`src/include/scio_pkg.sv`:
```
/*
 * Shared constants, types and helpers for the strobe capture I/O datapath.
 * Assumes a single 40 MHz core clock; every slower rate is an enable pulse.
 */
package scio_pkg;

    localparam int DQ_W    = 8;
    localparam int SET_W   = 6;
    localparam int OFS_W   = 7;
    localparam int CFG_W   = 25;
    localparam int IDX_W   = 8;
    localparam int HIST_D  = 256;
    localparam int SYNC_W  = 23;

    localparam logic [3:0]       CFG_ADDR  = 4'h0;
    localparam logic [3:0]       STAT_ADDR = 4'h4;
    localparam logic [CFG_W-1:0] CFG_RESET = 25'h0000000;

    // Chain timing in core cycles: intrinsic per element, then per step.
    localparam logic [9:0] INTR_CYC = 10'h001;
    localparam logic [9:0] STEP_CYC = 10'h001;
    localparam logic [9:0] HIST_LEN = 10'h100;

    localparam logic [SET_W-1:0] SET_MAX_FULL = 6'h3f;
    localparam logic [SET_W-1:0] SET_MAX_RED  = 6'h1f;

    // Update period stands for the reference clock; resync for the PLL.
    localparam logic [7:0] UPD_DIV    = 8'h1f;
    localparam logic [7:0] RESYNC_DIV = 8'h01;

    localparam logic [1:0] PH_DATA_RISE = 2'h0;
    localparam logic [1:0] PH_STRB_RISE = 2'h1;
    localparam logic [1:0] PH_DATA_FALL = 2'h2;
    localparam logic [1:0] PH_STRB_FALL = 2'h3;

    typedef enum logic [1:0] {SRC_PSU_A, SRC_PSU_B, SRC_CORE, SRC_SPARE}
        scio_src_type;
    typedef enum logic [1:0] {CAP_GATED, CAP_UNGATED, CAP_GLOBAL, CAP_SPARE}
        scio_capsel_type;
    typedef enum logic [1:0] {OUT_COMB, OUT_SDR, OUT_DDR, OUT_SPARE}
        scio_omode_type;

    typedef struct packed {
        logic [OFS_W-1:0] offset;
        logic             dyn_cnt;
        logic             upd_user;
        logic             oe_reg;
        scio_omode_type   out_mode;
        logic             resync_byp;
        logic             cap_byp;
        scio_capsel_type  cap_sel;
        logic             comp_clk;
        logic             invert;
        logic             bypass;
        logic [1:0]       elem_cnt;
        logic             ofs_en;
        logic             reduced;
        scio_src_type     src;
    } scio_cfg_type;

    typedef struct packed {
        logic [DQ_W-1:0] hi;
        logic [DQ_W-1:0] lo;
    } scio_pair_type;

    function automatic logic [SET_W-1:0] gray2bin(input logic [SET_W-1:0] g);
        logic [SET_W-1:0] b;
        b[SET_W-1] = g[SET_W-1];
        for (int i = SET_W - 2; i >= 0; i--) begin
            b[i] = b[i+1] ^ g[i];
        end
        return b;
    endfunction

endpackage

```
`src/rtl/scio_sync2.sv`:
```
/*
 * Two-flop synchroniser for a bundle of pin-level inputs.
 * Assumes the inputs are levels or Gray-coded words from outside the clock.
 */
`timescale 1ns/1ps
module scio_sync2 #(
    parameter int W = 1
) (
    input  wire logic         clk,
    input  wire logic         rst_n,
    input  wire logic [W-1:0] d,
    output logic      [W-1:0] q
);
    logic [W-1:0] meta;

    always_ff @(posedge clk or negedge rst_n) begin
        if (!rst_n) begin
            meta <= '0;
            q    <= '0;
        end else begin
            meta <= d;
            q    <= meta;
        end
    end
endmodule

```
`src/rtl/scio_strobe_unit.sv`:
```
/*
 * One strobe conditioning unit: update-gated setting registers, a
 * four-element delay chain modelled as a strobe history, and postamble gating.
 * Assumes a synchronised strobe and a one-cycle update pulse on clk.
 */
`timescale 1ns/1ps
module scio_strobe_unit
    import scio_pkg::*;
(
    input  wire logic             clk,
    input  wire logic             rst_n,
    input  wire logic             strobe,
    input  wire logic             upd,
    input  wire logic [SET_W-1:0] setting,
    input  wire logic [OFS_W-1:0] offset,
    input  wire logic             ofs_en,
    input  wire logic             reduced,
    input  wire logic [1:0]       cnt,
    input  wire logic             bypass,
    input  wire logic             win_en,
    output logic                  delayed,
    output logic                  gated,
    output logic                  armed,
    output logic      [SET_W-1:0] applied
);
    logic [OFS_W-1:0]  ofs_r;
    logic              ofs_en_r;
    logic              reduced_r;
    logic [1:0]        cnt_r;
    logic [HIST_D-1:0] hist;
    logic              dly_prev;
    logic signed [8:0] e1_raw;
    logic [SET_W-1:0]  maxv;
    logic [SET_W-1:0]  e1;
    logic [9:0]        tot;
    logic [IDX_W-1:0]  idx;

    // All elements see a new setting in the same cycle, never a mix.
    always_ff @(posedge clk or negedge rst_n) begin
        if (!rst_n) begin
            applied   <= '0;
            ofs_r     <= '0;
            ofs_en_r  <= 1'b0;
            reduced_r <= 1'b0;
            cnt_r     <= '0;
        end else if (upd) begin
            applied   <= setting;
            ofs_r     <= offset;
            ofs_en_r  <= ofs_en;
            reduced_r <= reduced;
            cnt_r     <= cnt;
        end
    end

    always_comb begin
        e1_raw = $signed({3'b000, applied});
        if (ofs_en_r) begin
            e1_raw = e1_raw + $signed({{2{ofs_r[OFS_W-1]}}, ofs_r});
        end
        maxv = reduced_r ? SET_MAX_RED : SET_MAX_FULL;
        if (e1_raw < 9'sh000) begin
            e1 = '0;
        end else if (e1_raw > $signed({3'b000, maxv})) begin
            e1 = maxv;
        end else begin
            e1 = e1_raw[SET_W-1:0];
        end
        // Intrinsic delay per element plus steps times step value.
        tot = 10'(({8'h00, cnt_r} + 10'h001) * INTR_CYC)
            + 10'(10'({4'h0, e1} + 10'(cnt_r) * {4'h0, applied}) * STEP_CYC);
        idx = (tot > HIST_LEN) ? 8'hff : IDX_W'(tot - 10'h001);
    end

    always_ff @(posedge clk or negedge rst_n) begin
        if (!rst_n) begin
            hist <= '0;
        end else begin
            hist <= {hist[HIST_D-2:0], strobe};
        end
    end

    assign delayed = bypass ? strobe : hist[idx];

    // The window arms on a delayed-strobe fall and drops at once on release.
    always_ff @(posedge clk or negedge rst_n) begin
        if (!rst_n) begin
            dly_prev <= 1'b0;
            armed    <= 1'b0;
        end else begin
            dly_prev <= delayed;
            if (!win_en) begin
                armed <= 1'b0;
            end else if (dly_prev && !delayed) begin
                armed <= 1'b1;
            end
        end
    end

    assign gated = delayed & armed & win_en;

    property p_hold_setting;
        @(posedge clk) disable iff (!rst_n)
        !upd |=> $stable(applied);
    endproperty
    a_hold_setting: assert property (p_hold_setting)
        else $error("Setting changed without update pulse.");

    property p_load_setting;
        @(posedge clk) disable iff (!rst_n)
        upd |=> applied == $past(setting);
    endproperty
    a_load_setting: assert property (p_load_setting)
        else $error("Update pulse did not load the setting.");

    property p_gate_closed;
        @(posedge clk) disable iff (!rst_n)
        !win_en |-> !gated ##1 (!armed || win_en);
    endproperty
    a_gate_closed: assert property (p_gate_closed)
        else $error("Gated strobe passed outside the read window.");

    property p_bypass_zero;
        @(posedge clk) disable iff (!rst_n)
        bypass |-> delayed == strobe;
    endproperty
    a_bypass_zero: assert property (p_bypass_zero)
        else $error("Bypassed chain added delay.");

    property p_arm_half;
        @(posedge clk) disable iff (!rst_n)
        win_en && !armed && dly_prev && !delayed |=> armed || !$past(win_en);
    endproperty
    a_arm_half: assert property (p_arm_half)
        else $error("Window did not arm on strobe fall.");
endmodule

```
`src/rtl/scio_top.sv`:
```
/*
 * Strobe capture and I/O register datapath of one strobe group.
 * Assumes all logic on CORE_CLK; strobe, data, global clock and phase-shift
 * unit words arrive from outside and are synchronised first.
 */
// Our own choices: the register addresses and the address-and-strobe port.
`timescale 1ns/1ps

// Functional notes
// - Each strobe pin has its own conditioning unit
// - Four elements; first may add phase offset
// - Setting from either phase unit or core
// - One to four elements, static or dynamic
// - Delay is intrinsic plus steps times step
// - Chain bypass gives zero shift
// - Settings load only on update enable
// - Update from reference divider or user
// - Postamble gating grounds strobe after read
// - AND gate; arms late, drops at once
// - Core drives read window around bursts
// - Capture then resync, each bypassable
// - Rise, fall and align capture registers
// - Shared or complementary capture clocks
// - Resync registers on PLL resync clock
// - Capture clock: gated, ungated or global
// - Echo mode falls from complement unit
// - Invert strobe for SDRAM, not SRAM
// - Output combinational, SDR or DDR; combinational mode still loads WR_DATA_HI into DQ_OUT each cycle
// - Output enable combinational or registered; combinational mode still loads ~WR_OE into the OE flops each cycle
// - Strobe write clock 90 degrees after data
// - Reduced range forces setting MSB zero
// - Phase unit settings are Gray coded
module scio_top
    import scio_pkg::*;
(
    input  wire logic             CORE_CLK,
    input  wire logic             RST_N,
    input  wire logic [3:0]       ADDR,
    input  wire logic [31:0]      WDATA,
    input  wire logic             WR,
    input  wire logic             RD,
    output logic      [31:0]      REG_RDATA,
    input  wire logic             STROBE_PIN,
    input  wire logic             STROBE_COMP_PIN,
    input  wire logic             GCLK_PIN,
    input  wire logic [DQ_W-1:0]  DQ_IN,
    output logic      [DQ_W-1:0]  DQ_OUT,
    output logic                  DQ_OE_N,
    output logic                  STROBE_OUT,
    output logic                  STROBE_OE_N,
    input  wire logic [SET_W-1:0] PSU_A_DELAY,
    input  wire logic [SET_W-1:0] PSU_B_DELAY,
    input  wire logic [SET_W-1:0] CORE_DELAY,
    input  wire logic             USER_UPDATE,
    input  wire logic [1:0]       ELEM_COUNT,
    input  wire logic             READ_WINDOW,
    input  wire logic [DQ_W-1:0]  WR_DATA_HI,
    input  wire logic [DQ_W-1:0]  WR_DATA_LO,
    input  wire logic             WR_OE,
    output logic      [DQ_W-1:0]  RD_DATA_HI,
    output logic      [DQ_W-1:0]  RD_DATA_LO,
    output logic                  UPDATE_OUT
);
    scio_cfg_type     cfg;
    logic [SYNC_W-1:0] sync_q;
    logic             strb_s;
    logic             strb_c_s;
    logic             gclk_s;
    logic [DQ_W-1:0]  dq_s;
    logic [SET_W-1:0] psu_a_s;
    logic [SET_W-1:0] psu_b_s;
    logic [SET_W-1:0] next_set;
    logic [SET_W-1:0] sel_set;
    logic [1:0]       cnt_sel;
    logic [7:0]       upd_cnt;
    logic             ref_tick;
    logic             upd_q;
    logic             t_dly;
    logic             t_gated;
    logic             t_armed;
    logic [SET_W-1:0] t_applied;
    logic             c_dly;
    logic             c_gated;
    logic             cap_t;
    logic             cap_c;
    logic             prev_t;
    logic             prev_c;
    logic             rise_t;
    logic             fall_ev;
    logic [DQ_W-1:0]  hi_cap;
    logic [DQ_W-1:0]  lo_cap;
    logic [DQ_W-1:0]  al_lo;
    scio_pair_type    cap;
    logic [7:0]       rs_cnt;
    logic             rs_tick;
    logic [1:0]       wr_ph;

    // Register port: one configuration word and one status word.
    always_ff @(posedge CORE_CLK or negedge RST_N) begin
        if (!RST_N) begin
            cfg <= CFG_RESET;
        end else if (WR && ADDR == CFG_ADDR) begin
            cfg <= WDATA[CFG_W-1:0];
        end
    end

    // Read data exist only in the cycle after the strobe; otherwise zero.
    always_ff @(posedge CORE_CLK or negedge RST_N) begin
        if (!RST_N) begin
            REG_RDATA <= '0;
        end else if (RD && ADDR == CFG_ADDR) begin
            REG_RDATA <= {7'h00, cfg};
        end else if (RD && ADDR == STAT_ADDR) begin
            REG_RDATA <= {24'h000000, 1'b0, t_armed, t_applied};
        end else begin
            REG_RDATA <= '0;
        end
    end

    scio_sync2 #(
        .W (SYNC_W)
    ) u_sync (
        .clk   (CORE_CLK),
        .rst_n (RST_N),
        .d     ({STROBE_PIN, STROBE_COMP_PIN, GCLK_PIN, DQ_IN,
                 PSU_A_DELAY, PSU_B_DELAY}),
        .q     (sync_q)
    );

    assign {strb_s, strb_c_s, gclk_s, dq_s, psu_a_s, psu_b_s} = sync_q;

    // Gray words survive the two-flop crossing one bit step at a time.
    always_comb begin
        case (cfg.src)
            SRC_PSU_A: next_set = gray2bin(psu_a_s);
            SRC_PSU_B: next_set = gray2bin(psu_b_s);
            default:   next_set = gray2bin(CORE_DELAY);
        endcase
        if (cfg.reduced) begin
            next_set[SET_W-1] = 1'b0;
        end
        cnt_sel = cfg.dyn_cnt ? ELEM_COUNT : cfg.elem_cnt;
    end

    always_ff @(posedge CORE_CLK or negedge RST_N) begin
        if (!RST_N) begin
            sel_set <= '0;
        end else begin
            sel_set <= next_set;
        end
    end

    // The reference divider stands in for the input reference clock.
    always_ff @(posedge CORE_CLK or negedge RST_N) begin
        if (!RST_N) begin
            upd_cnt <= '0;
        end else if (ref_tick) begin
            upd_cnt <= '0;
        end else begin
            upd_cnt <= upd_cnt + 8'h01;
        end
    end

    assign ref_tick = (upd_cnt == UPD_DIV);

    always_ff @(posedge CORE_CLK or negedge RST_N) begin
        if (!RST_N) begin
            upd_q <= 1'b0;
        end else begin
            upd_q <= cfg.upd_user ? USER_UPDATE : ref_tick;
        end
    end

    assign UPDATE_OUT = upd_q;

    scio_strobe_unit u_true (
        .clk     (CORE_CLK),
        .rst_n   (RST_N),
        .strobe  (strb_s),
        .upd     (upd_q),
        .setting (sel_set),
        .offset  (cfg.offset),
        .ofs_en  (cfg.ofs_en),
        .reduced (cfg.reduced),
        .cnt     (cnt_sel),
        .bypass  (cfg.bypass),
        .win_en  (READ_WINDOW),
        .delayed (t_dly),
        .gated   (t_gated),
        .armed   (t_armed),
        .applied (t_applied)
    );

    scio_strobe_unit u_comp (
        .clk     (CORE_CLK),
        .rst_n   (RST_N),
        .strobe  (strb_c_s),
        .upd     (upd_q),
        .setting (sel_set),
        .offset  (cfg.offset),
        .ofs_en  (cfg.ofs_en),
        .reduced (cfg.reduced),
        .cnt     (cnt_sel),
        .bypass  (cfg.bypass),
        .win_en  (READ_WINDOW),
        .delayed (c_dly),
        .gated   (c_gated),
        .armed   (),
        .applied ()
    );

    always_comb begin
        case (cfg.cap_sel)
            CAP_GATED: begin
                cap_t = t_gated;
                cap_c = c_gated;
            end
            CAP_UNGATED: begin
                cap_t = t_dly;
                cap_c = c_dly;
            end
            default: begin
                cap_t = gclk_s;
                cap_c = ~gclk_s;
            end
        endcase
        cap_t = cap_t ^ cfg.invert;
        cap_c = cap_c ^ cfg.invert;
    end

    always_ff @(posedge CORE_CLK or negedge RST_N) begin
        if (!RST_N) begin
            prev_t <= 1'b0;
            prev_c <= 1'b0;
        end else begin
            prev_t <= cap_t;
            prev_c <= cap_c;
        end
    end

    assign rise_t  = cap_t & ~prev_t;
    assign fall_ev = cfg.comp_clk ? (cap_c & ~prev_c)
                                  : (~cap_t & prev_t);

    always_ff @(posedge CORE_CLK or negedge RST_N) begin
        if (!RST_N) begin
            hi_cap <= '0;
            al_lo  <= '0;
        end else if (rise_t) begin
            hi_cap <= dq_s;
            al_lo  <= lo_cap;
        end
    end

    always_ff @(posedge CORE_CLK or negedge RST_N) begin
        if (!RST_N) begin
            lo_cap <= '0;
        end else if (fall_ev) begin
            lo_cap <= dq_s;
        end
    end

    always_comb begin
        if (cfg.cap_byp) begin
            cap.hi = dq_s;
            cap.lo = dq_s;
        end else begin
            cap.hi = hi_cap;
            cap.lo = al_lo;
        end
    end

    always_ff @(posedge CORE_CLK or negedge RST_N) begin
        if (!RST_N) begin
            rs_cnt <= '0;
        end else if (rs_tick) begin
            rs_cnt <= '0;
        end else begin
            rs_cnt <= rs_cnt + 8'h01;
        end
    end

    assign rs_tick = (rs_cnt == RESYNC_DIV);

    // Bypassing resync still leaves one flop so outputs stay registered.
    always_ff @(posedge CORE_CLK or negedge RST_N) begin
        if (!RST_N) begin
            RD_DATA_HI <= '0;
            RD_DATA_LO <= '0;
        end else if (rs_tick || cfg.resync_byp) begin
            RD_DATA_HI <= cap.hi;
            RD_DATA_LO <= cap.lo;
        end
    end

    always_ff @(posedge CORE_CLK or negedge RST_N) begin
        if (!RST_N) begin
            wr_ph <= PH_DATA_RISE;
        end else begin
            wr_ph <= wr_ph + 2'h1;
        end
    end

    always_ff @(posedge CORE_CLK or negedge RST_N) begin
        if (!RST_N) begin
            STROBE_OUT <= 1'b0;
        end else begin
            STROBE_OUT <= (wr_ph == PH_STRB_RISE)
                       || (wr_ph == PH_DATA_FALL);
        end
    end

    always_ff @(posedge CORE_CLK or negedge RST_N) begin
        if (!RST_N) begin
            DQ_OUT <= '0;
        end else begin
            case (cfg.out_mode)
                OUT_COMB: DQ_OUT <= WR_DATA_HI;
                OUT_SDR: begin
                    if (wr_ph == PH_DATA_RISE) begin
                        DQ_OUT <= WR_DATA_HI;
                    end
                end
                OUT_DDR: begin
                    if (wr_ph == PH_DATA_RISE) begin
                        DQ_OUT <= WR_DATA_HI;
                    end else if (wr_ph == PH_DATA_FALL) begin
                        DQ_OUT <= WR_DATA_LO;
                    end
                end
                default: DQ_OUT <= WR_DATA_HI;
            endcase
        end
    end

    // Pins float after reset until core requests drive.
    always_ff @(posedge CORE_CLK or negedge RST_N) begin
        if (!RST_N) begin
            DQ_OE_N     <= 1'b1;
            STROBE_OE_N <= 1'b1;
        end else if (!cfg.oe_reg || wr_ph == PH_DATA_RISE) begin
            DQ_OE_N     <= ~WR_OE;
            STROBE_OE_N <= ~WR_OE;
        end
    end

    property p_strobe_quarter;
        @(posedge CORE_CLK) disable iff (!RST_N)
        wr_ph == PH_DATA_RISE |=> !STROBE_OUT ##1 STROBE_OUT [*2]
                                 ##1 !STROBE_OUT;
    endproperty
    a_strobe_quarter: assert property (p_strobe_quarter)
        else $error("Strobe write clock not a quarter period late.");

    property p_ddr_low;
        @(posedge CORE_CLK) disable iff (!RST_N)
        cfg.out_mode == OUT_DDR && wr_ph == PH_DATA_FALL
            |=> DQ_OUT == $past(WR_DATA_LO);
    endproperty
    a_ddr_low: assert property (p_ddr_low)
        else $error("Second half of DDR output is wrong.");

    property p_oe_comb;
        @(posedge CORE_CLK) disable iff (!RST_N)
        !cfg.oe_reg |=> DQ_OE_N == !$past(WR_OE);
    endproperty
    a_oe_comb: assert property (p_oe_comb)
        else $error("Combinational output enable did not follow.");

    property p_resync_load;
        @(posedge CORE_CLK) disable iff (!RST_N)
        rs_tick |=> RD_DATA_HI == $past(cap.hi);
    endproperty
    a_resync_load: assert property (p_resync_load)
        else $error("Resync register missed captured data.");

    property p_rise_capture;
        @(posedge CORE_CLK) disable iff (!RST_N)
        rise_t |=> hi_cap == $past(dq_s) && al_lo == $past(lo_cap);
    endproperty
    a_rise_capture: assert property (p_rise_capture)
        else $error("Rising capture or alignment wrong.");

    property p_reduced_msb;
        @(posedge CORE_CLK) disable iff (!RST_N)
        cfg.reduced ##1 cfg.reduced |-> !sel_set[SET_W-1];
    endproperty
    a_reduced_msb: assert property (p_reduced_msb)
        else $error("Setting MSB set in reduced range.");
endmodule

```
`config.mk`:
```
export PLATFORM = sky130hd
export DESIGN_NAME = scio_top
export DESIGN_NICKNAME = d
export VERILOG_FILES = /design/src/include/scio_pkg.sv /design/src/rtl/scio_sync2.sv /design/src/rtl/scio_strobe_unit.sv /design/src/rtl/scio_top.sv
export SDC_FILE = /design/constraint.sdc
export NUM_CORES = 1
export LEC_CHECK = 0
export ABC_AREA = 1
export ABC_CLOCK_PERIOD_IN_PS = 20700
export BUFFER_PORTS_ARGS = -buffer_cell sky130_fd_sc_hd__buf_4
export CAP_MARGIN = 20
export CORE_MARGIN = 5
export CORE_UTILIZATION = 40
export CTS_CLUSTER_DIAMETER = 50
export CTS_CLUSTER_SIZE = 40
export DETAILED_ROUTE_END_ITERATION = 6
export PLACE_DENSITY_LB_ADDON = 0.3
export SLEW_MARGIN = 20
export SYNTH_ARGS = -nofsm -noshare
export SYNTH_HDL_FRONTEND = slang
export SYNTH_HIERARCHICAL = 1
export SYNTH_SLANG_ARGS = --single-unit
```
`constraint.sdc`:
```
create_clock -name CORE_CLK -period 20.7 [get_ports CORE_CLK]
set_clock_uncertainty 0.1 [all_clocks]
set_input_delay 4.14 -clock CORE_CLK [delete_from_list [all_inputs] [get_ports CORE_CLK]]
set_output_delay 4.14 -clock CORE_CLK [all_outputs]
set_load 0.01 [all_outputs]
```
==> results of run 1 <==
==> state kept, by name, indices dropped and copies added, names as in the netlist, 23 cells and up <==
| register | cells |
|---|---|
| REG_RDATA | 25 |
| u_true/hist | 256 |
| u_comp/hist | 256 |
| u_sync/meta | 23 |
| cfg | 25 |
| u_sync/q | 23 |
==> cells by family after synthesis <==
logic type,synth area share (%)
compound gates,3.06
xor+xnor,0.483
fa+ha+maj,3.05
buf+inv,5.92
flops,62.3
mux,0.777
other cells,0.0129
simple gates,24.4
==> cell usage after synthesis (all sizes together) <==
cell    number
nand2      869
dfrtp      721
nand3      435
inv        249
nand4      129
nor2       127
buf         93
o21ai       66
clkbuf      54
a21oi       48
ha          45
a31oi       25
mux2        20
fa          16
nor3        13
xor2        11
or2         10
o22ai        7
o31ai        3
a211oi       2
a31o         2
clkinv       2
nand3b       2
o211ai       2
o21bai       2
xnor2        2
a22oi        1
and2         1
conb         1
dfstp        1
==> how the worst max path moves through the flow <==
stage	to	slack (ps)	cells after the start
2_1_floorplan	lo_cap[0]	14210	46
3_5_place_dp	lo_cap[1]	11180	47
3_3_place_gp	lo_cap[6]	11150	47
4_1_cts	lo_cap[1]	11140	47
6_report	lo_cap[3]	11200	47
5_1_grt	lo_cap[2]	10300	47
==> critical path: cells and delay by family (launching register included) <==
family | cells | cell delay [ps]
DFF | 1 | 460
adders and majority gates | 5 | 1720
and+or+nand+nor | 32 | 3680
buffers and inverters | 3 | 1530
xor gates and xnor gates | 1 | 510
AOI/OAI and AO/OA | 6 | 1300
==> metrics by stage <==
step / worst slack (ps) / std cells / utilization [%] / instance area, um^2
3_3_place_gp: 11150 / 3921 / 42.7 / 30700
5_1_grt: 10300 / 4070 / 47.0 / 33700
4_1_cts: 11140 / 4069 / 47.0 / 33700
3_5_place_dp: 11180 / 3921 / 42.8 / 30700
2_1_floorplan: 14210 / 2965 / - / 29000
6_report: 11200 / 4070 / 47.0 / 33700
==> metal layers <==
metal / global-route usage [%] / routed length (um) / share of wire, %
met5: 0 / 0 / 0
met4: 4.81 / 1600 / 2.5
met3: 2.96 / 2790 / 4.3
met2: 25.3 / 29800 / 46
met1: 24.2 / 30300 / 47
==> layout make-up <==
| type | instances | area (um^2) |
|---|---|---|
| clock inverter | 62 | 970 |
| fill | 6597 | 38000 |
| multi-input combinational | 1845 | 9270 |
| clock buffer | 86 | 2080 |
| inverter | 251 | 945 |
| timing repair buffer | 154 | 1220 |
| tap | 950 | 1190 |
| sequential | 722 | 18100 |
==> out/results.env, run 1 <==
CTS_ROOT_BUFFER='sky130_fd_sc_hd__clkbuf_16'
TIMING.FMAX_MHz=105
WORSTHOLDPATHCELLS=0
GRT_MAX_DEGREE=199
DESIGN.PORTCOUNT=150
WORST_HOLD_PATH.ENDPOINT='u_sync/q[16]'
FINALSETUPTNS_PS=0
CTS-RESIZED-GATES=0
GLOBALROUTEOVERFLOWTOTAL=0
PATH_MAX_FANOUT=67
DRT-VIAS-PER-INSTANCE=4.96
SYNTH_LARGEST_AREA_CELL='sky130_fd_sc_hd__dfrtp_1'
FLOORPLAN.DIE.HEIGHT_UM=279
MOST_COMMON_CELL_AFTER_LAYOUT_FILL_AND_TAPS_ASIDE='sky130_fd_sc_hd__nand2_1'
GRT_SETUP_UNREPAIRED='false'
DIE-AREA_UM2=78000
TOTALWIRELENGTH_UM=64500
ANTENNA_CELLS=0
ROUTABILITYCONGESTION=0.831
CORE_AREA_UM2=71700
ANTENNA_FOUND_INITIAL=0
WORST_HOLD_PATH_TYPE='reg -> reg'
DETAIL_ROUTE.ITER0.VIOLATIONS=1553
WORSTSETUPENDPOINTTYPE='flop'
REPORT.FINAL.HOLD_VIOL_COUNT=0
CLOCK-SINKS=722
CPMAXSTAGEDELAYCELL='sky130_fd_sc_hd__clkinv_2'
YOSYS.AREA.TOP_TYPE_SHARE_PCT=62.2
TIMING.FINAL.SETUP_VIOLATIONS=0
POSTCTSSETUPBUFFERS=0
SYNTH_AREA_UM2=29000
NETLIST_CELL_TYPES=46
SLEW-LIMIT-HEADROOM_PCT=28.3
SYNTHESIS.AREA_PER_INSTANCE_UM2=9.80
FIRST_GLOBAL_VIAS=20014
FLOORPLAN.INITIALDENSITY_PCT=40.4
SUM_OF_NET_HALF_PERIMETERS_AFTER_DETAILED_PLACEMENT_UM=37000
WORST_SKEW_PAIR.LATE_LATENCY_PS=640
SYNTH-WARNING-COUNT=6
HOLDCRITSTARTPOINT='u_sync/meta[16]'
WORST-SETUP-PATH-TYPE='reg -> reg'
SYNTH_AREA_LEADERS='sky130_fd_sc_hd__dfrtp_1 62%, sky130_fd_sc_hd__nand2_1 11%, sky130_fd_sc_hd__nand3_1 7.3%'
SYNTH.YOSYS.SEQ_AREA_SHARE_PCT=62.3
FINAL_ROUTED_DRC_VIOLATION_TOTAL=0
SYNTHESIS.INSTANCES=2959
RESULT_OF_THE_RUN='complete, no violations'
FINAL_NETS=3204
FINALHOLDWORSTSLACK_PS=228
CTS_MADE_BUFFERS=79
CTS.HTREE.LEVELS=3
POST_SYNTHESIS_REGISTER_BIT_COUNT=722
CLOCK_PATH_BUFFERS=3
ROUTE.DETAILED.WL_PER_INST_UM=15.8
MOST-COMMON-LAYOUT-CELLS='857 x sky130_fd_sc_hd__nand2_1, 721 x sky130_fd_sc_hd__dfrtp_1, 421 x sky130_fd_sc_hd__nand3_1'
ACTUAL_TRANSITION_AT_THE_WORST_MAX_TRANSITION_PIN_PS=1070
FINAL.PERIOD_UTILIZATION_PCT=45.9
R2R_START='u_true/applied[1]'
DIE-WIDTH_UM=279
CLKTRANSATPATHREGS_PS=60
TRACK_USAGE_PCT=16.5
CTSHOLDBUFFERS=0
WORSTSETUPSTARTPOINTTYPE='flop'
FIRST_PASS_GRT_WIRE_LENGTH_UM=107000
MAXCAPVIOLATIONS=0
TRITONCTS='done'
TIMING.FINAL.CRIT_PERIOD_PS=9500
CP.REQUIRED_PS=21120
CP-STARTPOINT='u_true/applied[1]'
IO_BUFFER_COUNT=135
WORSTPATHARRIVAL_PS=9920
VIA_COUNT=20184
REG2REG_DEPTH=47
ANT_NETS=0
DRIVE_GT1_SHARE_PCT=12.3
MAX_STAGE_DELAY_PS=790
NUMBER_OF_MAX_SLEW_VIOLATIONS_IN_THE_FINAL_REPORT=0
FIRST_PASS_ITERS=5
WORST_R2R_ENDPOINT='lo_cap[3]'
REG2REG_SLACK_PS=11200
AREAGROWTHSYNTHTOFINISH_PCT=16.4
FLOORPLAN.ROWS=98
Power of run 1 is left out: the tool's default activity adds up to more than one toggle a clock period on the data nets, which glitch-free logic cannot reach.
==> run 2: changes to the inputs <==
--- a/config.mk
+++ b/config.mk
@@ -5,8 +5,8 @@
 export SDC_FILE = /design/constraint.sdc
 export NUM_CORES = 1
 export LEC_CHECK = 0
-export ABC_AREA = 1
-export ABC_CLOCK_PERIOD_IN_PS = 20700
+export ABC_AREA = 0
+export ABC_CLOCK_PERIOD_IN_PS = 9400
 export BUFFER_PORTS_ARGS = -buffer_cell sky130_fd_sc_hd__buf_4
 export CAP_MARGIN = 20
 export CORE_MARGIN = 5
==> constraint.sdc (replaced) <==
create_clock -name CORE_CLK -period 9.4 [get_ports CORE_CLK]
set_clock_uncertainty 0.1 [all_clocks]
set_input_delay 1.88 -clock CORE_CLK [delete_from_list [all_inputs] [get_ports CORE_CLK]]
set_output_delay 1.88 -clock CORE_CLK [all_outputs]
set_load 0.01 [all_outputs]
==> run 2 against run 1 <==
Effect of this change:
- non-clock buffer count up 78
- area after synthesis fell by 1.0%
- synthesized cell count down 27%
- setup slack worse by 11000 ps
- global-route usage rose by 0.82 points
- utilization increased by 0.44 points
- maximum frequency rose by 7.1%
- worst hold slack better by 10 ps
- first-iteration DRC count decreased by 7.7%
- count of clock-buffer cells in the layout is 16 lower
- largest cell class unchanged
==> out/results.env, run 2 <==
GRT_SETUP_UNREPAIRED='false'
CLOCK-SINKS=722  # unchanged
NUMBER_OF_MAX_SLEW_VIOLATIONS_IN_THE_FINAL_REPORT=0  # unchanged
DP_CELLS=3220  # -18%
WORST_R2R_ENDPOINT='lo_cap[7]'
ACTUAL_TRANSITION_AT_THE_WORST_MAX_TRANSITION_PIN_PS=1130  # +51.3 ps
DRIVE_GT1_SHARE_PCT=23.0  # +11 points
FINALCOREUTILIZATION_PCT=47.5  # +0.44 points
FINALSETUPTNS_PS=0  # unchanged
FINAL_NETS=2494  # -22%
DRT-VIAS-PER-INSTANCE=5.42  # +9.3%
GLOBALROUTEOVERFLOWTOTAL=0  # unchanged
FINAL.PERIOD_UTILIZATION_PCT=94.4  # +49 points
SUM_OF_NET_HALF_PERIMETERS_AFTER_DETAILED_PLACEMENT_UM=44100  # +19%
MAXCAPVIOLATIONS=0  # unchanged
SLEW-LIMIT-HEADROOM_PCT=24.6  # -3.7 points
REG2REG_SLACK_PS=520  # -10670 ps
TRACK_USAGE_PCT=17.3  # +0.82 points
FLOORPLAN.ROWS=98  # unchanged
DETAIL_ROUTE.ITER0.VIOLATIONS=1434  # -7.7%
IO_BUFFER_COUNT=135  # unchanged
CLOCK_PATH_BUFFERS=3  # unchanged
MAX_STAGE_DELAY_PS=470  # -320 ps
SYNTHESIS.AREA_PER_INSTANCE_UM2=13.3  # +36%
HOLDCRITSTARTPOINT='u_sync/meta[17]'
MOST_COMMON_CELL_AFTER_LAYOUT_FILL_AND_TAPS_ASIDE='sky130_fd_sc_hd__dfrtp_1'
TOTALWIRELENGTH_UM=66700  # +3.4%
PATH_MAX_FANOUT=12  # -82%
SYNTH.MOST_COMMON_CELL='sky130_fd_sc_hd__dfrtp_1'
DESIGN.PORTCOUNT=150  # unchanged
POSTSYNTH.ASYNCRESETSHARE_PCT=100  # unchanged
CTS_ROOT_BUFFER='sky130_fd_sc_hd__clkbuf_16'
R2R_START='u_comp/applied[1]'
WORST_HOLD_PATH.ENDPOINT='u_sync/q[17]'
FLOORPLAN.INITIALDENSITY_PCT=40.2  # -0.20 points
REG2REG_DEPTH=34  # -28%
SYNTHESIS.INSTANCES=2152  # -27%
YOSYS.AREA.TOP_TYPE_SHARE_PCT=62.9  # +0.64 points
CP-STARTPOINT='u_comp/applied[1]'
VIA_COUNT=18125  # -10%
FINAL_ROUTED_DRC_VIOLATION_TOTAL=0  # unchanged
ROUTE.DETAILED.WL_PER_INST_UM=19.9  # +26%
WORSTPATHARRIVAL_PS=9260  # -660 ps
ANT_NETS=0  # unchanged
WORST_HOLD_PATH_TYPE='reg -> reg'
CTSHOLDBUFFERS=0  # unchanged
CORE_AREA_UM2=71400  # -0.51%
SYNTH_AREA_LEADERS='sky130_fd_sc_hd__dfrtp_1 63%, sky130_fd_sc_hd__mux2_2 4.5%, sky130_fd_sc_hd__mux2i_1 4.3%'
REPORT.FINAL.HOLD_VIOL_COUNT=0  # unchanged
TRITONCTS='done'
SYNTH.YOSYS.SEQ_AREA_SHARE_PCT=63.0  # +0.64 points
FLOORPLAN.DIE.HEIGHT_UM=278  # -0.49%
TIMING.FMAX_MHz=113  # +7.1%
SYNTH_AREA_UM2=28700  # -1.0%
CPMAXSTAGEDELAYCELL='sky130_fd_sc_hd__dfrtp_1'
SYNTH.CELLS.MOST_FREQUENT='721 x sky130_fd_sc_hd__dfrtp_1, 131 x sky130_fd_sc_hd__nand2_1, 122 x sky130_fd_sc_hd__mux2i_1'
FIRST_GLOBAL_VIAS=19256  # -3.8%
ROUTABILITYCONGESTION=0.834  # +0.41%
DIE-AREA_UM2=77200  # -0.98%
SYNTH_LARGEST_AREA_CELL='sky130_fd_sc_hd__dfrtp_1'
CLKTRANSATPATHREGS_PS=90  # +30 ps
ANTENNA_FOUND_INITIAL=0  # unchanged
NETLIST_CELL_TYPES=101  # +120%
CTS.HTREE.LEVELS=3  # unchanged
SYNTH-WARNING-COUNT=6  # unchanged
DIE-WIDTH_UM=278  # -0.49%
TIMING.FINAL.CRIT_PERIOD_PS=8880  # -627 ps
WORST_SKEW_PAIR.LATE_LATENCY_PS=620  # -20 ps
TIMING.FINAL.SETUP_VIOLATIONS=0  # unchanged
FINISH.CELL_COUNT_WITHOUT_FILLERS=3345  # -18%
CTS_MADE_BUFFERS=66  # -16%
WORSTHOLDPATHCELLS=0  # unchanged
FIRST_PASS_ITERS=5  # unchanged
SYNTH_ENABLE_FLOP_CELLS=0  # unchanged
LAYOUT.FILLER_CELLS=6241  # -5.4%
LARGEST_REGISTERS='u_comp/hist x256, u_true/hist x256'
RESULT_OF_THE_RUN='complete, no violations'
GRT_MAX_DEGREE=172  # -14%
AREAGROWTHSYNTHTOFINISH_PCT=18.1
CP.REQUIRED_PS=9780  # -11340 ps
WORST-SETUP-PATH-TYPE='reg -> reg'
YS.FLOP_TYPE='sky130_fd_sc_hd__dfrtp_1'
WORSTSETUPENDPOINTTYPE='flop'
FIRST_PASS_GRT_WIRE_LENGTH_UM=109000  # +1.9%
POST_SYNTHESIS_REGISTER_BIT_COUNT=722  # unchanged
WORSTSETUPSTARTPOINTTYPE='flop'
MOST-COMMON-LAYOUT-CELLS='721 x sky130_fd_sc_hd__dfrtp_1, 212 x sky130_fd_sc_hd__buf_4, 130 x sky130_fd_sc_hd__nand2_1'
-- run 2: how the worst max path moves through the flow --
stage	end	slack [ps]
after global routing	lo_cap[7]	20
after global placement	lo_cap[4]	250
final	lo_cap[7]	520
after detailed placement	lo_cap[7]	290
after CTS	lo_cap[7]	200
after floorplan	al_lo[4]	1270
-- run 2: routing by layer --
layer | vias to the layer above | GRT usage (%) | wire length (um)
met5 | - | 0 | 0
met4 | 0 | 5.11 | 1640
met3 | 115 | 4.65 | 4930
met2 | 580 | 26.2 | 30100
met1 | 9264 | 24.7 | 30000
li1 | 8166 | - | -
-- run 2: critical path: cells and delay by family, from the launching register on --
kind,cells,cell delay [ps]
compound gates,16,3930
xor+xnor,2,220
fa+ha+maj,5,1750
buf+inv,2,320
flops,1,470
mux,5,1340
simple gates,4,620
-- run 2: cells by family after synthesis --
logic type	share of synthesized area [%]
AND/OR/NAND/NOR	7.77
XOR/XNOR	1.94
multiplexers	11.0
other	0.0131
adder cells (fa/ha/maj)	3.08
buffers and inverters	2.48
flip-flops	63.0
AO/OA/AOI/OAI	10.8
-- run 2: per-stage QoR --
stage	hold slack [ps]	area [um^2]	worst slack [ps]
floorplan	231	28700	1270
global placement	235	31300	247
detailed placement	235	31300	294
CTS	240	33700	196
global route	238	33900	19.5
finish	239	33900	523
-- run 2: what timing repair did --
action | in CTS | in global routing
resized for setup | 0 | 18
endpoints found under the setup margin | 0 | 24
buffers inserted | 0 | 4
-- run 2: layout make-up --
type	count	area [um^2]	area share, %
flip-flops and latches	722	18100	53.3
clock inverters	49	697	2.06
clock buffers	70	1690	4.98
multi-input cells	1282	10100	29.8
repair buffers	232	1990	5.86
well taps	950	1190	3.51
inverters	39	146	0.432
diodes	1	2.50	0.00739
Power of run 2 is left out for the same reason.
==> run 3: changes to the inputs <==
--- a/config.mk
+++ b/config.mk
@@ -5,7 +5,7 @@
 export SDC_FILE = /design/constraint.sdc
 export NUM_CORES = 1
 export LEC_CHECK = 0
-export ABC_AREA = 0
+export ABC_AREA = 1
 export ABC_CLOCK_PERIOD_IN_PS = 9400
 export BUFFER_PORTS_ARGS = -buffer_cell sky130_fd_sc_hd__buf_4
 export CAP_MARGIN = 20
==> run 3 against run 2 <==
Effect of this change:
- worst hold slack gained 6.7 ps
- maximum frequency grew 7.6%
- count of clock-buffer cells in the layout grew 17
- setup slack gained 630 ps
- utilization shrank 0.59 points
- final area shrank 0.73%
- first-iteration DRC count grew 20%
- via count grew 12%
- global-route usage shrank 0.76 points
- critical path depth grew 13
- cell count grew 22%
- critical path type unchanged
- highest routed layer unchanged
==> out/results.env, run 3 (same netlist as run 1, synthesis figures left out) <==
REG2REG_DEPTH=47  # +38%
SUM_OF_NET_HALF_PERIMETERS_AFTER_DETAILED_PLACEMENT_UM=37500  # -15%
CLKTRANSATPATHREGS_PS=60  # -30 ps
ANTENNA_FOUND_INITIAL=0  # unchanged
MULTI_INPUT_COMB_AREA_UM2=9270  # -8.3%
ROUTE.DETAILED.WL_PER_INST_UM=15.7  # -21%
FLOORPLAN.INITIALDENSITY_PCT=40.4  # +0.20 points
PATH_MAX_FANOUT=18  # +6
TOTALWIRELENGTH_UM=63900  # -4.3%
TIMING.FMAX_MHz=121  # +7.6%
WORSTSETUPENDPOINTTYPE='flop'
CP.REQUIRED_PS=9800  # +20 ps
DRT-VIAS-PER-INSTANCE=4.98  # -8.2%
CTS-RESIZED-GATES=0  # unchanged
ANTENNA_CELLS=0  # -1
FIRST_PASS_ITERS=7  # +2
AREAGROWTHSYNTHTOFINISH_PCT=16.0
FLOORPLAN.ROWS=98  # unchanged
MAXCAPVIOLATIONS=0  # unchanged
CORE_AREA_UM2=71700  # +0.52%
FLOORPLAN.DIE.HEIGHT_UM=279  # +0.49%
GRT_SETUP_UNREPAIRED='false'
DETAIL_ROUTE.ITER0.VIOLATIONS=1718  # +20%
LAYOUT.AREA.SEQ_UM2=18100  # unchanged
CPMAXSTAGEDELAYCELL='sky130_fd_sc_hd__fa_1'
ROUTABILITYCONGESTION=0.826  # -1.0%
FIRST_GLOBAL_VIAS=20016  # +3.9%
TRACK_USAGE_PCT=16.5  # -0.76 points
FINALSETUPTNS_PS=0  # unchanged
NUMBER_OF_MAX_SLEW_VIOLATIONS_IN_THE_FINAL_REPORT=0  # unchanged
FIRST_PASS_GRT_WIRE_LENGTH_UM=107000  # -1.4%
REG2REG_SLACK_PS=1150  # +630 ps
CLOCK_PATH_BUFFERS=3  # unchanged
FINISH.CELL_COUNT_WITHOUT_FILLERS=4077  # +22%
ACTUAL_TRANSITION_AT_THE_WORST_MAX_TRANSITION_PIN_PS=920  # -206 ps
DP_CELLS=3931  # +22%
WORST_SKEW_PAIR.LATE_LATENCY_PS=640  # +20 ps
RESULT_OF_THE_RUN='complete, no violations'
WORST_HOLD_PATH_TYPE='reg -> reg'
DIE-AREA_UM2=78000  # +0.99%
TRITONCTS='done'
VIA_COUNT=20289  # +12%
MOST_COMMON_CELL_AFTER_LAYOUT_FILL_AND_TAPS_ASIDE='sky130_fd_sc_hd__nand2_1'
INSTANCE_AREA_AFTER_PLACEMENT_UM2=30800  # -1.7%
FINAL_NETS=3214  # +29%
FINAL_ROUTED_DRC_VIOLATION_TOTAL=0  # unchanged
LAYOUT.FILLER_CELLS=6640  # +6.4%
TIMING.FINAL.CRIT_PERIOD_PS=8250  # -629 ps
TIMING.FINAL.SETUP_VIOLATIONS=0  # unchanged
LARGEST_REGISTERS='u_comp/hist x256, u_true/hist x256'
MOST-COMMON-LAYOUT-CELLS='857 x sky130_fd_sc_hd__nand2_1, 721 x sky130_fd_sc_hd__dfrtp_1, 421 x sky130_fd_sc_hd__nand3_1'
CTS.HTREE.LEVELS=3  # unchanged
CTSHOLDBUFFERS=0  # unchanged
ANT_NETS=0  # unchanged
POSTCTSSETUPBUFFERS=0  # unchanged
FINAL_CRITICAL_PATH_SETUP_SLACK_PS=1150  # +629 ps
MAX_STAGE_DELAY_PS=520  # +50 ps
CRITICAL_PATH_CELL_COUNT=47  # +38%
GRT_MAX_DEGREE=206  # +20%
FINISH.INSTANCE_AREA_UM2=33600  # -0.73%
DIE-WIDTH_UM=279  # +0.49%
WORSTPATHARRIVAL_PS=8650  # -610 ps
CP_TOP_FAMILY='simple AND/OR/NAND/NOR gates'
IO_BUFFER_COUNT=135  # unchanged
DP_WORST_SETUP_SLACK_PS=1140  # +842 ps
CTS_ROOT_BUFFER='sky130_fd_sc_hd__clkbuf_16'
WORST-SETUP-PATH-TYPE='reg -> reg'
CTS_MADE_BUFFERS=78  # +18%
FINAL.PERIOD_UTILIZATION_PCT=87.8  # -6.7 points
DESIGN.PORTCOUNT=150  # unchanged
TIMING.CRITICAL_PATH.BUF_INV=3  # +1
WORSTSETUPSTARTPOINTTYPE='flop'
CLOCK-SINKS=722  # unchanged
REPORT.FINAL.HOLD_VIOL_COUNT=0  # unchanged
GLOBALROUTEOVERFLOWTOTAL=0  # unchanged
SLEW-LIMIT-HEADROOM_PCT=38.7  # +14 points
WORSTHOLDPATHCELLS=0  # unchanged
DRIVE_GT1_SHARE_PCT=12.5  # -11 points
==> run 3: changes by cell type in the layout (fill, tap and decap cells not counted), sizes merged, moves of 48 or more <==
| cell | previous run | this run |
|---|---|---|
| nand2 | 132 | 869 |
| nand3 | 50 | 435 |
| inv | 64 | 272 |
| mux2i | 123 | 0 |
| nand4 | 6 | 129 |
| mux2 | 117 | 20 |
| buf | 232 | 165 |
| a21oi | 96 | 48 |
==> run 3: metrics by stage <==
step | hold WS [ps] | utilization [%]
4_1_cts | 248 | 46.8
5_1_grt | 252 | 46.9
6_report | 245 | 46.9
2_1_floorplan | 231 | -
3_5_place_dp | 235 | 42.9
3_3_place_gp | 232 | 42.9
==> run 3: cell type report <==
cell class                      count  area share [%]
Sequential cell                   722            53.7
Multi-Input combinational cell   1845            27.6
Clock buffer                       87            6.09
Timing Repair Buffer              165            4.12
Tap cell                          950            3.53
Inverter                          251            2.81
Clock inverter                     57            2.17
==> run 3: final timing paths <==
kind | to | start
setup / recovery | lo_cap[3] | u_true/applied[1]
hold / removal | u_sync/q[20] | u_sync/meta[20]
setup reg to reg | lo_cap[3] | u_true/applied[1]
hold reg to reg | u_sync/q[20] | u_sync/meta[20]
max in group asynchronous | u_true/hist[89] | RST_N
min in group asynchronous | u_comp/hist[86] | RST_N
==> run 3: per-layer routing <==
metal  GRT usage (%)  part of all wire (%)
met5               0                     0
met4            4.96                   2.3
met3            2.62                   4.3
met2            25.6                    46
met1            24.2                    47
Power of run 3 is left out for the same reason.
